--- src/rtl/csit_map.svh ---
// Purpose: Register offsets, bit positions and reset values of the channel status/interrupt tree
// Assumes: Nine-bit register address space, byte-wide registers
// Notes: Definitions only
`ifndef CSIT_MAP_SVH
`define CSIT_MAP_SVH

`define CSIT_OFS_PIN_LEVEL 9'h041
`define CSIT_OFS_TOP_SUM 9'h042
`define CSIT_OFS_GLOBAL_FN_PENDING_SUM 9'h043
`define CSIT_OFS_OC_SUM 9'h045
`define CSIT_OFS_PLL_SUM 9'h046
`define CSIT_OFS_PLL_LOCK 9'h048
`define CSIT_OFS_MEAS_HIGH 9'h04B
`define CSIT_OFS_ADJ_STAT 9'h04D

`define CSIT_TOP_GLOBAL_FN_PENDING_BIT 6
`define CSIT_TOP_OC_BIT 5
`define CSIT_TOP_PLL_BIT 2
`define CSIT_TOP_IE_BIT 1
`define CSIT_TOP_INT_BIT 0

`define CSIT_GLOBAL_FN_PENDING_BOOT_BIT 7
`define CSIT_GLOBAL_FN_PENDING_PA_BIT 1
`define CSIT_GLOBAL_FN_PENDING_MAB_BIT 0

`define CSIT_LK2IE_BIT 6
`define CSIT_LK2L_BIT 5
`define CSIT_LK2_BIT 4
`define CSIT_LKIE_BIT 2
`define CSIT_LKL_BIT 1
`define CSIT_LK_BIT 0

`define CSIT_MEAS_OVF_BIT 6
`define CSIT_MEAS_MEASURE_READY_EN_BIT 5
`define CSIT_MEAS_RDY_BIT 4
`define CSIT_MEAS_BUSY_BIT 3

`define CSIT_ADJ_TOP_BIT 7
`define CSIT_ADJ_IE_BIT 3
`define CSIT_ADJ_FLAG_BIT 2
`define CSIT_ADJ_BUSY_BIT 1
`define CSIT_ADJ_ARMED_BIT 0

`define CSIT_RST_BYTE 8'h00
`define CSIT_RST_ADJ_FLAG 1'b1
`define CSIT_ADJ_TOP_VAL 1'b1

`endif

--- src/rtl/csit_pkg.sv ---
// Purpose: Shared types and helpers of the channel status/interrupt tree
// Assumes: Nothing beyond the map header
// Notes: Flag helper gives the set priority over the clear
package csit_pkg;
  typedef logic [7:0] csit_byte_t;
  typedef logic [8:0] csit_addr_t;

  // Latched flag update; an event in the clearing cycle survives
  function automatic logic csit_flag_next(input logic flag, input logic set, input logic clr);
    return set | (flag & ~clr);
  endfunction : csit_flag_next
endpackage : csit_pkg

--- src/rtl/csit_lock_if.sv ---
// Purpose: Carrier between the top and the lock-flag block
// Assumes: Single clock, synchronised lock levels
// Notes: Top drives the request side, lock block the status side
`timescale 1ns/1ps
interface csit_lock_if;
  import csit_pkg::*;
  logic lock_primary;
  logic lock_secondary;
  logic wr;
  csit_byte_t wdata;
  csit_byte_t status;
  logic pending;
  modport top (output lock_primary, output lock_secondary, output wr, output wdata,
               input status, input pending);
  modport lock (input lock_primary, input lock_secondary, input wr, input wdata,
                output status, output pending);
endinterface : csit_lock_if

--- src/rtl/csit_lock_flags.sv ---
// Purpose: PLL lock status register with change-latched flags and enables
// Assumes: Lock levels already synchronised to clk_i
// Notes: Change flags clear on a written one only
`timescale 1ns/1ps
`include "csit_map.svh"
module csit_lock_flags
  import csit_pkg::*;
(
  input wire logic clk_i,
  input wire logic rst_n_i,
  csit_lock_if.lock lk
);
  logic prev_p_r, prev_p_nxt;
  logic prev_s_r, prev_s_nxt;
  logic chg_p_r, chg_p_nxt;
  logic chg_s_r, chg_s_nxt;
  logic en_p_r, en_p_nxt;
  logic en_s_r, en_s_nxt;

  always_comb begin
    prev_p_nxt = lk.lock_primary;
    prev_s_nxt = lk.lock_secondary;
    // Any change of level, rising or falling, latches
    chg_p_nxt = csit_flag_next(chg_p_r, prev_p_r ^ lk.lock_primary,
                               lk.wr & lk.wdata[`CSIT_LKL_BIT]);
    chg_s_nxt = csit_flag_next(chg_s_r, prev_s_r ^ lk.lock_secondary,
                               lk.wr & lk.wdata[`CSIT_LK2L_BIT]);
    en_p_nxt = lk.wr ? lk.wdata[`CSIT_LKIE_BIT] : en_p_r;
    en_s_nxt = lk.wr ? lk.wdata[`CSIT_LK2IE_BIT] : en_s_r;
  end

  always_ff @(posedge clk_i or negedge rst_n_i) begin
    if (!rst_n_i) begin
      prev_p_r <= 1'b0;
      prev_s_r <= 1'b0;
      chg_p_r <= 1'b0;
      chg_s_r <= 1'b0;
      en_p_r <= 1'b0;
      en_s_r <= 1'b0;
    end else begin
      prev_p_r <= prev_p_nxt;
      prev_s_r <= prev_s_nxt;
      chg_p_r <= chg_p_nxt;
      chg_s_r <= chg_s_nxt;
      en_p_r <= en_p_nxt;
      en_s_r <= en_s_nxt;
    end
  end

  always_comb begin
    lk.status = `CSIT_RST_BYTE;
    lk.status[`CSIT_LK_BIT] = lk.lock_primary;
    lk.status[`CSIT_LKL_BIT] = chg_p_r;
    lk.status[`CSIT_LKIE_BIT] = en_p_r;
    lk.status[`CSIT_LK2_BIT] = lk.lock_secondary;
    lk.status[`CSIT_LK2L_BIT] = chg_s_r;
    lk.status[`CSIT_LK2IE_BIT] = en_s_r;
  end

  assign lk.pending = (chg_p_r & en_p_r) | (chg_s_r & en_s_r);
endmodule : csit_lock_flags

--- src/rtl/csit_top.sv ---
// Purpose: Per-channel status registers and two-level interrupt summary tree
// Assumes: Register strobes come from the host serial port logic on clk_i
// Notes: Read data is registered and valid the cycle after the read strobe
//
// Contract
// - Pin level register shows live sampled pins 3..0, no inversion applied.
// - Top summary bit 6 is OR of global-function summary bits 1 and 0 (not boot bit 7), read-only.
// - Top summary bit 5 is OR of output clock summary bits, read-only.
// - Top summary bit 2 is OR of PLL summary bits, read-only.
// - Writable master enable at top bit 1; zero blocks the interrupt bit.
// - Interrupt bit equals OR of bits 6, 5, 2 ANDed with master enable.
// - A general-purpose pin can be set to follow the interrupt bit.
// - Boot-done flag cleared by channel reset, set when boot configuration ends.
// - Global bit 1 is any enabled latched phase-adjust flag.
// - Global bit 0 is any enabled latched phase-measurement flag.
// - Output clock summary bits 0..2 follow enabled flags of outputs 1..3.
// - PLL summary bit 0 is any enabled latched PLL flag.
// - Secondary lock change flag sets on any change, clears on written one.
// - Primary lock change flag sets on any change, clears on written one.
// - Enable bit 6 gates secondary lock change into the summary.
// - Enable bit 2 gates primary lock change into the summary.
// - Primary lock status is live: one locked, zero not locked.
// - Measurement overflow flag latches when a measurement ends with overflow.
// - Measurement-ready flag latches on new result; enable bit 5 gates it.
// - Phase-adjust finished flag latches on completion, clears on written one.
`timescale 1ns/1ps
`include "csit_map.svh"
module csit_top
  import csit_pkg::*;
#(
  parameter int PIN_COUNT = 4,
  parameter int OC_COUNT = 3
) (
  input wire logic clk_i,
  input wire logic nrst_i,
  input wire csit_addr_t reg_addr_i,
  input wire logic reg_wr_i,
  input wire csit_byte_t reg_wdata_i,
  input wire logic reg_rd_i,
  output csit_byte_t reg_rdata_o,
  input wire logic [PIN_COUNT-1:0] gpio_pin_i,
  input wire logic [PIN_COUNT-1:0] gpio_follow_irq_i,
  output logic [PIN_COUNT-1:0] gpio_pin_o,
  output logic [PIN_COUNT-1:0] gpio_pin_oe_n_o,
  input wire logic lock_primary_i,
  input wire logic lock_secondary_i,
  input wire logic boot_done_i,
  input wire logic adjust_done_i,
  input wire logic adjust_busy_i,
  input wire logic adjust_armed_i,
  input wire logic meas_done_i,
  input wire logic meas_overflow_i,
  input wire logic meas_busy_i,
  input wire logic [2:0] meas_high_i,
  input wire logic [OC_COUNT-1:0] out_clock_pending_i,
  output logic irq_o
);
  // Reset release synchroniser
  logic rst_meta_r;
  logic rst_n;

  always_ff @(posedge clk_i or negedge nrst_i) begin
    if (!nrst_i) begin
      rst_meta_r <= 1'b0;
      rst_n <= 1'b0;
    end else begin
      rst_meta_r <= 1'b1;
      rst_n <= rst_meta_r;
    end
  end

  // Pin and lock levels come from outside this clock domain
  logic [PIN_COUNT-1:0] pin_meta_r, pin_meta_nxt;
  logic [PIN_COUNT-1:0] pin_sync_r, pin_sync_nxt;
  logic [1:0] lock_meta_r, lock_meta_nxt;
  logic [1:0] lock_sync_r, lock_sync_nxt;

  always_comb begin
    pin_meta_nxt = gpio_pin_i;
    pin_sync_nxt = pin_meta_r;
    lock_meta_nxt = {lock_secondary_i, lock_primary_i};
    lock_sync_nxt = lock_meta_r;
  end

  always_ff @(posedge clk_i or negedge rst_n) begin
    if (!rst_n) begin
      pin_meta_r <= '0;
      pin_sync_r <= '0;
      lock_meta_r <= 2'h0;
      lock_sync_r <= 2'h0;
    end else begin
      pin_meta_r <= pin_meta_nxt;
      pin_sync_r <= pin_sync_nxt;
      lock_meta_r <= lock_meta_nxt;
      lock_sync_r <= lock_sync_nxt;
    end
  end

  // Write decode
  logic wr_top;
  logic wr_lock;
  logic wr_meas;
  logic wr_adj;

  assign wr_top = reg_wr_i & (reg_addr_i == `CSIT_OFS_TOP_SUM);
  assign wr_lock = reg_wr_i & (reg_addr_i == `CSIT_OFS_PLL_LOCK);
  assign wr_meas = reg_wr_i & (reg_addr_i == `CSIT_OFS_MEAS_HIGH);
  assign wr_adj = reg_wr_i & (reg_addr_i == `CSIT_OFS_ADJ_STAT);

  // PLL lock flags live in their own block
  csit_lock_if lk_if ();

  assign lk_if.lock_primary = lock_sync_r[0];
  assign lk_if.lock_secondary = lock_sync_r[1];
  assign lk_if.wr = wr_lock;
  assign lk_if.wdata = reg_wdata_i;

  csit_lock_flags u_lock (
    .clk_i(clk_i),
    .rst_n_i(rst_n),
    .lk(lk_if.lock)
  );

  // Latched flags and writable enables
  logic ie_r, ie_nxt;
  logic boot_r, boot_nxt;
  logic ovf_r, ovf_nxt;
  logic rdy_r, rdy_nxt;
  logic rdy_en_r, rdy_en_nxt;
  logic adj_r, adj_nxt;
  logic adj_en_r, adj_en_nxt;

  always_comb begin
    ie_nxt = wr_top ? reg_wdata_i[`CSIT_TOP_IE_BIT] : ie_r;
    // Cleared only by reset; no software clear exists
    boot_nxt = boot_r | boot_done_i;
    ovf_nxt = csit_flag_next(ovf_r, meas_done_i & meas_overflow_i,
                             wr_meas & reg_wdata_i[`CSIT_MEAS_OVF_BIT]);
    rdy_nxt = csit_flag_next(rdy_r, meas_done_i,
                             wr_meas & reg_wdata_i[`CSIT_MEAS_RDY_BIT]);
    rdy_en_nxt = wr_meas ? reg_wdata_i[`CSIT_MEAS_MEASURE_READY_EN_BIT] : rdy_en_r;
    adj_nxt = csit_flag_next(adj_r, adjust_done_i,
                             wr_adj & reg_wdata_i[`CSIT_ADJ_FLAG_BIT]);
    adj_en_nxt = wr_adj ? reg_wdata_i[`CSIT_ADJ_IE_BIT] : adj_en_r;
  end

  always_ff @(posedge clk_i or negedge rst_n) begin
    if (!rst_n) begin
      ie_r <= 1'b0;
      boot_r <= 1'b0;
      ovf_r <= 1'b0;
      rdy_r <= 1'b0;
      rdy_en_r <= 1'b0;
      adj_r <= `CSIT_RST_ADJ_FLAG;
      adj_en_r <= 1'b0;
    end else begin
      ie_r <= ie_nxt;
      boot_r <= boot_nxt;
      ovf_r <= ovf_nxt;
      rdy_r <= rdy_nxt;
      rdy_en_r <= rdy_en_nxt;
      adj_r <= adj_nxt;
      adj_en_r <= adj_en_nxt;
    end
  end

  // Summary tree, purely combinational so it tracks sources each cycle
  logic phase_adjust_pending;
  logic phase_measure_pending;
  logic global_fn_pending;
  logic out_clock_pending;
  logic pll_pending;
  logic top_int;

  assign phase_adjust_pending = adj_r & adj_en_r;
  // Overflow carries no enable, so only the ready flag can raise the summary
  assign phase_measure_pending = rdy_r & rdy_en_r;
  assign global_fn_pending = phase_adjust_pending | phase_measure_pending;
  assign out_clock_pending = |out_clock_pending_i;
  assign pll_pending = lk_if.pending;
  assign top_int = (global_fn_pending | out_clock_pending | pll_pending) & ie_r;

  assign irq_o = top_int;

  // Register images
  csit_byte_t top_img;
  csit_byte_t global_fn_pending_img;
  csit_byte_t meas_img;
  csit_byte_t adj_img;

  always_comb begin
    top_img = `CSIT_RST_BYTE;
    top_img[`CSIT_TOP_GLOBAL_FN_PENDING_BIT] = global_fn_pending;
    top_img[`CSIT_TOP_OC_BIT] = out_clock_pending;
    top_img[`CSIT_TOP_PLL_BIT] = pll_pending;
    top_img[`CSIT_TOP_IE_BIT] = ie_r;
    top_img[`CSIT_TOP_INT_BIT] = top_int;
    global_fn_pending_img = `CSIT_RST_BYTE;
    global_fn_pending_img[`CSIT_GLOBAL_FN_PENDING_BOOT_BIT] = boot_r;
    global_fn_pending_img[`CSIT_GLOBAL_FN_PENDING_PA_BIT] = phase_adjust_pending;
    global_fn_pending_img[`CSIT_GLOBAL_FN_PENDING_MAB_BIT] = phase_measure_pending;
    meas_img = `CSIT_RST_BYTE;
    meas_img[`CSIT_MEAS_OVF_BIT] = ovf_r;
    meas_img[`CSIT_MEAS_MEASURE_READY_EN_BIT] = rdy_en_r;
    meas_img[`CSIT_MEAS_RDY_BIT] = rdy_r;
    meas_img[`CSIT_MEAS_BUSY_BIT] = meas_busy_i;
    meas_img[2:0] = meas_high_i;
    adj_img = `CSIT_RST_BYTE;
    adj_img[`CSIT_ADJ_TOP_BIT] = `CSIT_ADJ_TOP_VAL;
    adj_img[`CSIT_ADJ_IE_BIT] = adj_en_r;
    adj_img[`CSIT_ADJ_FLAG_BIT] = adj_r;
    adj_img[`CSIT_ADJ_BUSY_BIT] = adjust_busy_i;
    adj_img[`CSIT_ADJ_ARMED_BIT] = adjust_armed_i;
  end

  // Read path; unmapped addresses read zero
  csit_byte_t rdata_r, rdata_nxt;

  always_comb begin
    rdata_nxt = rdata_r;
    if (reg_rd_i) begin
      case (reg_addr_i)
        `CSIT_OFS_PIN_LEVEL: rdata_nxt = {{(8-PIN_COUNT){1'b0}}, pin_sync_r};
        `CSIT_OFS_TOP_SUM: rdata_nxt = top_img;
        `CSIT_OFS_GLOBAL_FN_PENDING_SUM: rdata_nxt = global_fn_pending_img;
        `CSIT_OFS_OC_SUM: rdata_nxt = {{(8-OC_COUNT){1'b0}}, out_clock_pending_i};
        `CSIT_OFS_PLL_SUM: rdata_nxt = {7'h00, pll_pending};
        `CSIT_OFS_PLL_LOCK: rdata_nxt = lk_if.status;
        `CSIT_OFS_MEAS_HIGH: rdata_nxt = meas_img;
        `CSIT_OFS_ADJ_STAT: rdata_nxt = adj_img;
        default: rdata_nxt = `CSIT_RST_BYTE;
      endcase
    end
  end

  // Pins following the interrupt bit; registered so the pad sees a clean level
  logic [PIN_COUNT-1:0] pin_out_r, pin_out_nxt;
  logic [PIN_COUNT-1:0] pin_oe_n_r, pin_oe_n_nxt;

  always_comb begin
    pin_out_nxt = {PIN_COUNT{top_int}} & gpio_follow_irq_i;
    pin_oe_n_nxt = ~gpio_follow_irq_i;
  end

  always_ff @(posedge clk_i or negedge rst_n) begin
    if (!rst_n) begin
      rdata_r <= `CSIT_RST_BYTE;
      pin_out_r <= '0;
      pin_oe_n_r <= '1;
    end else begin
      rdata_r <= rdata_nxt;
      pin_out_r <= pin_out_nxt;
      pin_oe_n_r <= pin_oe_n_nxt;
    end
  end

  assign reg_rdata_o = rdata_r;
  assign gpio_pin_o = pin_out_r;
  assign gpio_pin_oe_n_o = pin_oe_n_r;
endmodule : csit_top

--- config.mk ---
export PLATFORM = sky130hd
export DESIGN_NAME = csit_top
export DESIGN_NICKNAME = d
export VERILOG_FILES = /design/src/rtl/csit_pkg.sv /design/src/rtl/csit_lock_if.sv /design/src/rtl/csit_lock_flags.sv /design/src/rtl/csit_top.sv
export VERILOG_INCLUDE_DIRS = /design/src /design/src/rtl
export SDC_FILE = /design/constraint.sdc
export NUM_CORES = 1
export LEC_CHECK = 0
export ABC_AREA = 1
export ABC_CLOCK_PERIOD_IN_PS = 1560
export BUFFER_PORTS_ARGS = -buffer_cell sky130_fd_sc_hd__buf_2
export CORE_MARGIN = 5
export CORE_UTILIZATION = 40
export CTS_CLUSTER_SIZE = 40
export DETAILED_ROUTE_END_ITERATION = 8
export MAX_ROUTING_LAYER = met4
export SLEW_MARGIN = 20
export SYNTH_ARGS = -nofsm -noshare
export SYNTH_HDL_FRONTEND = slang
export SYNTH_HIERARCHICAL = 1
export SYNTH_SLANG_ARGS = --single-unit
--- constraint.sdc ---
create_clock -name clk_i -period 1.56 [get_ports clk_i]
set_clock_uncertainty 0.1 [all_clocks]
set_input_delay 0.156 -clock clk_i [delete_from_list [all_inputs] [get_ports clk_i]]
set_output_delay 0.156 -clock clk_i [all_outputs]
set_load 0.02 [all_outputs]
==> reports/results.txt <==
status = finished with violations
failing checks = setup timing
met3 wire len = 267 microns
pwr dens = 806 mW/mm^2
clk sinks = 43
io pins = 61
gr ovfl total = 0
Die W = 81.6 microns
max cap viols = 0
Netlist Area Pre-Place = 0.00205 sq mm
crit path launch type = flop
Metal-1 WL = 2.22 mm
Crit. End Element = primary output
ant diodes = 0
static leakage = 1.55 nW
vias per inst = 4.43
starting density of the core = 0.407
global-route wire length before repair = 8.06 mm
met2 WL = 2.43 mm
Synth area leaders = dfrtp_1 46%, nand2_1 14%, dfstp_2 6.4%
clock group share of total power = 0.374
placed insts = 367
Top FF cell, synth = dfrtp_1
DR DRC count = 0
Yosys top cell by area = dfrtp_1
Bufs on Longest Clock Path = 2
Req. time, crit path = 1.30 ns
clock-pin slew on the worst setup and hold paths = 0.08 ns
area delta synth->final = 40.3%
Slew Viols, Final = 0
vias = 1819
CP arrival = 1.32 ns
cell with the most instances after synthesis = nand2_1
Mapped Cells = 243
DP HPWL = 3.76 mm
total power = 2.32 mW
Int Power = 1.77 mW
post-layout min period = 1.58 ns
ANT nets after route = 0
RSZ-0062 raised after global routing = true
initial antenna violation count = 0
Max Clk Rate = 635 MHz
CTS H-Tree Depth = 2
Worst-Skew Late Latency = 0.29 ns
Yosys reg bits = 43
synth unique cells = 30
TritonCTS clock tree = done
clock tree root buffer cell = clkbuf_8
period utilization = 1.01
final setup vio count = 1
Die ar. = 0.00666 sq mm
number of synthesized flops with an enable pin = 0
crit-path cells = nand2_2 -> nand2_2 -> nor2_2 -> nor2_2 -> buf_6
share of cells above drive strength 1 = 0.381
Setup WS post-layout = -0.0159 ns
Synth top cells by count = 79 x nand2_1, 38 x dfrtp_1, 27 x inv_1
Crit Path Category = flop to primary output
Seq pwr share = 0.508
DR top layer = met4
Seq/Total Area, Yosys = 0.528
top cell type's share of synthesized area = 0.464
CP Max Fanout = 2
Tot GR Track Use = 0.166
HP Class = input pin to flop
Synth async-reset ratio = 1.00
Gate power share = 0.118
CORE AREA = 0.00504 sq mm
global placer's final weighted congestion = 0.876
sw frac = 0.238
Total Wirelength = 4.98 mm
Psw = 0.552 mW
total CTS buffers = 5
Crit-path slowest cell = dfstp_2
port bufs = 58
largest net degree at the start of global routing = 34
First-pass DRT Iterations = 4
Nets = 384
final hold vios = 0
Largest stage delay, worst path = 0.54 ns
wire per inst = 12.1 microns
Post-Syn Area per Cell = 8.44 sq um
die height = 81.6 microns
row count = 26
1st-iter DRT viols = 91
Max IR drop VDD = 0.000615 V
Finished Layout Cells = 411
Yosys Warn Count = 6
vias in the first global route = 1790
registers in the layout, summed over array words and instances (netlist names):
| name | cells |
|---|---|
| lock_sync_r | 2 |
| u_lock/prev_s_r | 1 |
| lock_meta_r | 2 |
| rdy_en_r | 1 |
| u_lock/en_s_r | 1 |
| ie_r | 1 |
| gpio_pin_oe_n_o | 4 |
| adj_r | 1 |
| rst_n | 1 |
| rst_meta_r | 1 |
| pin_sync_r | 4 |
| u_lock/chg_p_r | 1 |
| rdy_r | 1 |
| adj_en_r | 1 |
| pin_meta_r | 4 |
| gpio_pin_o | 4 |
| u_lock/chg_s_r | 1 |
| boot_r | 1 |
| u_lock/prev_p_r | 1 |
| reg_rdata_o | 8 |
| ovf_r | 1 |
| u_lock/en_p_r | 1 |
stage by stage:
stage                     utilization  instance area (sq um)  setup TNS (ns)  setup slack [ns]  hold slack (ns)
after detailed placement        0.476                   2400               0             0.105           -0.157
after CTS                       0.563                   2840         -0.0258           -0.0258           0.0349
after floorplan                     -                   2050               0            0.0645           -0.240
after global placement          0.476                   2400               0             0.109           -0.158
final                           0.570                   2880         -0.0159           -0.0159           0.0468
after global routing            0.570                   2880          -0.169           -0.0692           0.0435
worst max-delay path, delay by kind of cell (launching register included):
kind	cells	cell delay, ns
AND/OR/NAND/NOR	4	0.35
buffers and inverters	1	0.15
flip-flops	1	0.54
kinds of logic (layout without fill, tap and decap cells):
logic type             after synthesis  after routing  synth area share
buffers and inverters               41            138            0.0970
AOI/OAI and AO/OA                   11             11            0.0342
other                                2              3           0.00366
and+or+nand+nor                    145            145             0.332
DFF                                 43             43             0.528
muxes                                1              1           0.00549
layout make-up:
cell class,instances,area [sq um]
clock buffer,5,68.8
multi-input combinational,160,813
sequential,43,1080
clock inverter,3,46.3
inverter,31,116
tap,70,87.6
fill,473,2170
timing repair buffer,99,662
layer usage:
metal / global-route usage / up-vias
met5: - / -
met4: 0.0482 / 0
met3: 0.0395 / 6
met2: 0.267 / 38
met1: 0.209 / 832
li1: - / 943
timing repair:
item	CTS	global route
hold buffers	18	0
hold endpoints to repair	21	0
pin swaps	8	9
setup endpoints to repair	1	8
resized for setup	11	7
buffers inserted	15	4
worst paths after layout:
check | startpoint | end | slack (ns) | cells past startpoint
worst max-delay path | adj_r$_DFF_PN1_ | irq_o | -0.02 | 5
worst min-delay path | reg_wdata_i[1] | ie_r$_DFFE_PN0P_ | 0.05 | 2
worst max register to register | rdy_en_r$_DFFE_PN0N_ | reg_rdata_o[6]$_DFFE_PN0P_ | 0.05 | 10
worst min register to register | rst_n$_DFF_PN0_ | gpio_pin_o[2]$_DFF_PN0_ | 0.07 | 0
max in group asynchronous | rst_n$_DFF_PN0_ | adj_r$_DFF_PN1_ | 0.72 | 1
min in group asynchronous | rst_n$_DFF_PN0_ | gpio_pin_o[2]$_DFF_PN0_ | 0.07 | 0
power by group through the flow:
stage | clock (mW) | sequential [mW] | combinational [mW]
final | 0.867 | 1.18 | 0.274
after CTS | 0.893 | 1.18 | 0.270
after floorplan | 0 | 1.22 | 0.0906
after global placement | 0 | 1.20 | 0.209
after detailed placement | 0 | 1.20 | 0.211
after global routing | 0.940 | 1.18 | 0.305
placed cells by master, fill, tap and decap left out, drive strengths merged:
master and instances:
nand2 83, buf 81, dfrtp 38, inv 31, nor2 30, dlygate4sd3 18, nand3 15, nand4 9
dfstp 5, clkbuf 5, o21ai 3, a21oi 3, conb 3, nor3 3, a21o 2, nand3b 2
or2 1, a22o 1, o211ai 1, clkinv 1, nor3b 1, mux2 1, a31o 1, nor4 1
bufinv 1, clkinvlp 1
(Power assumes the default switching activity.)
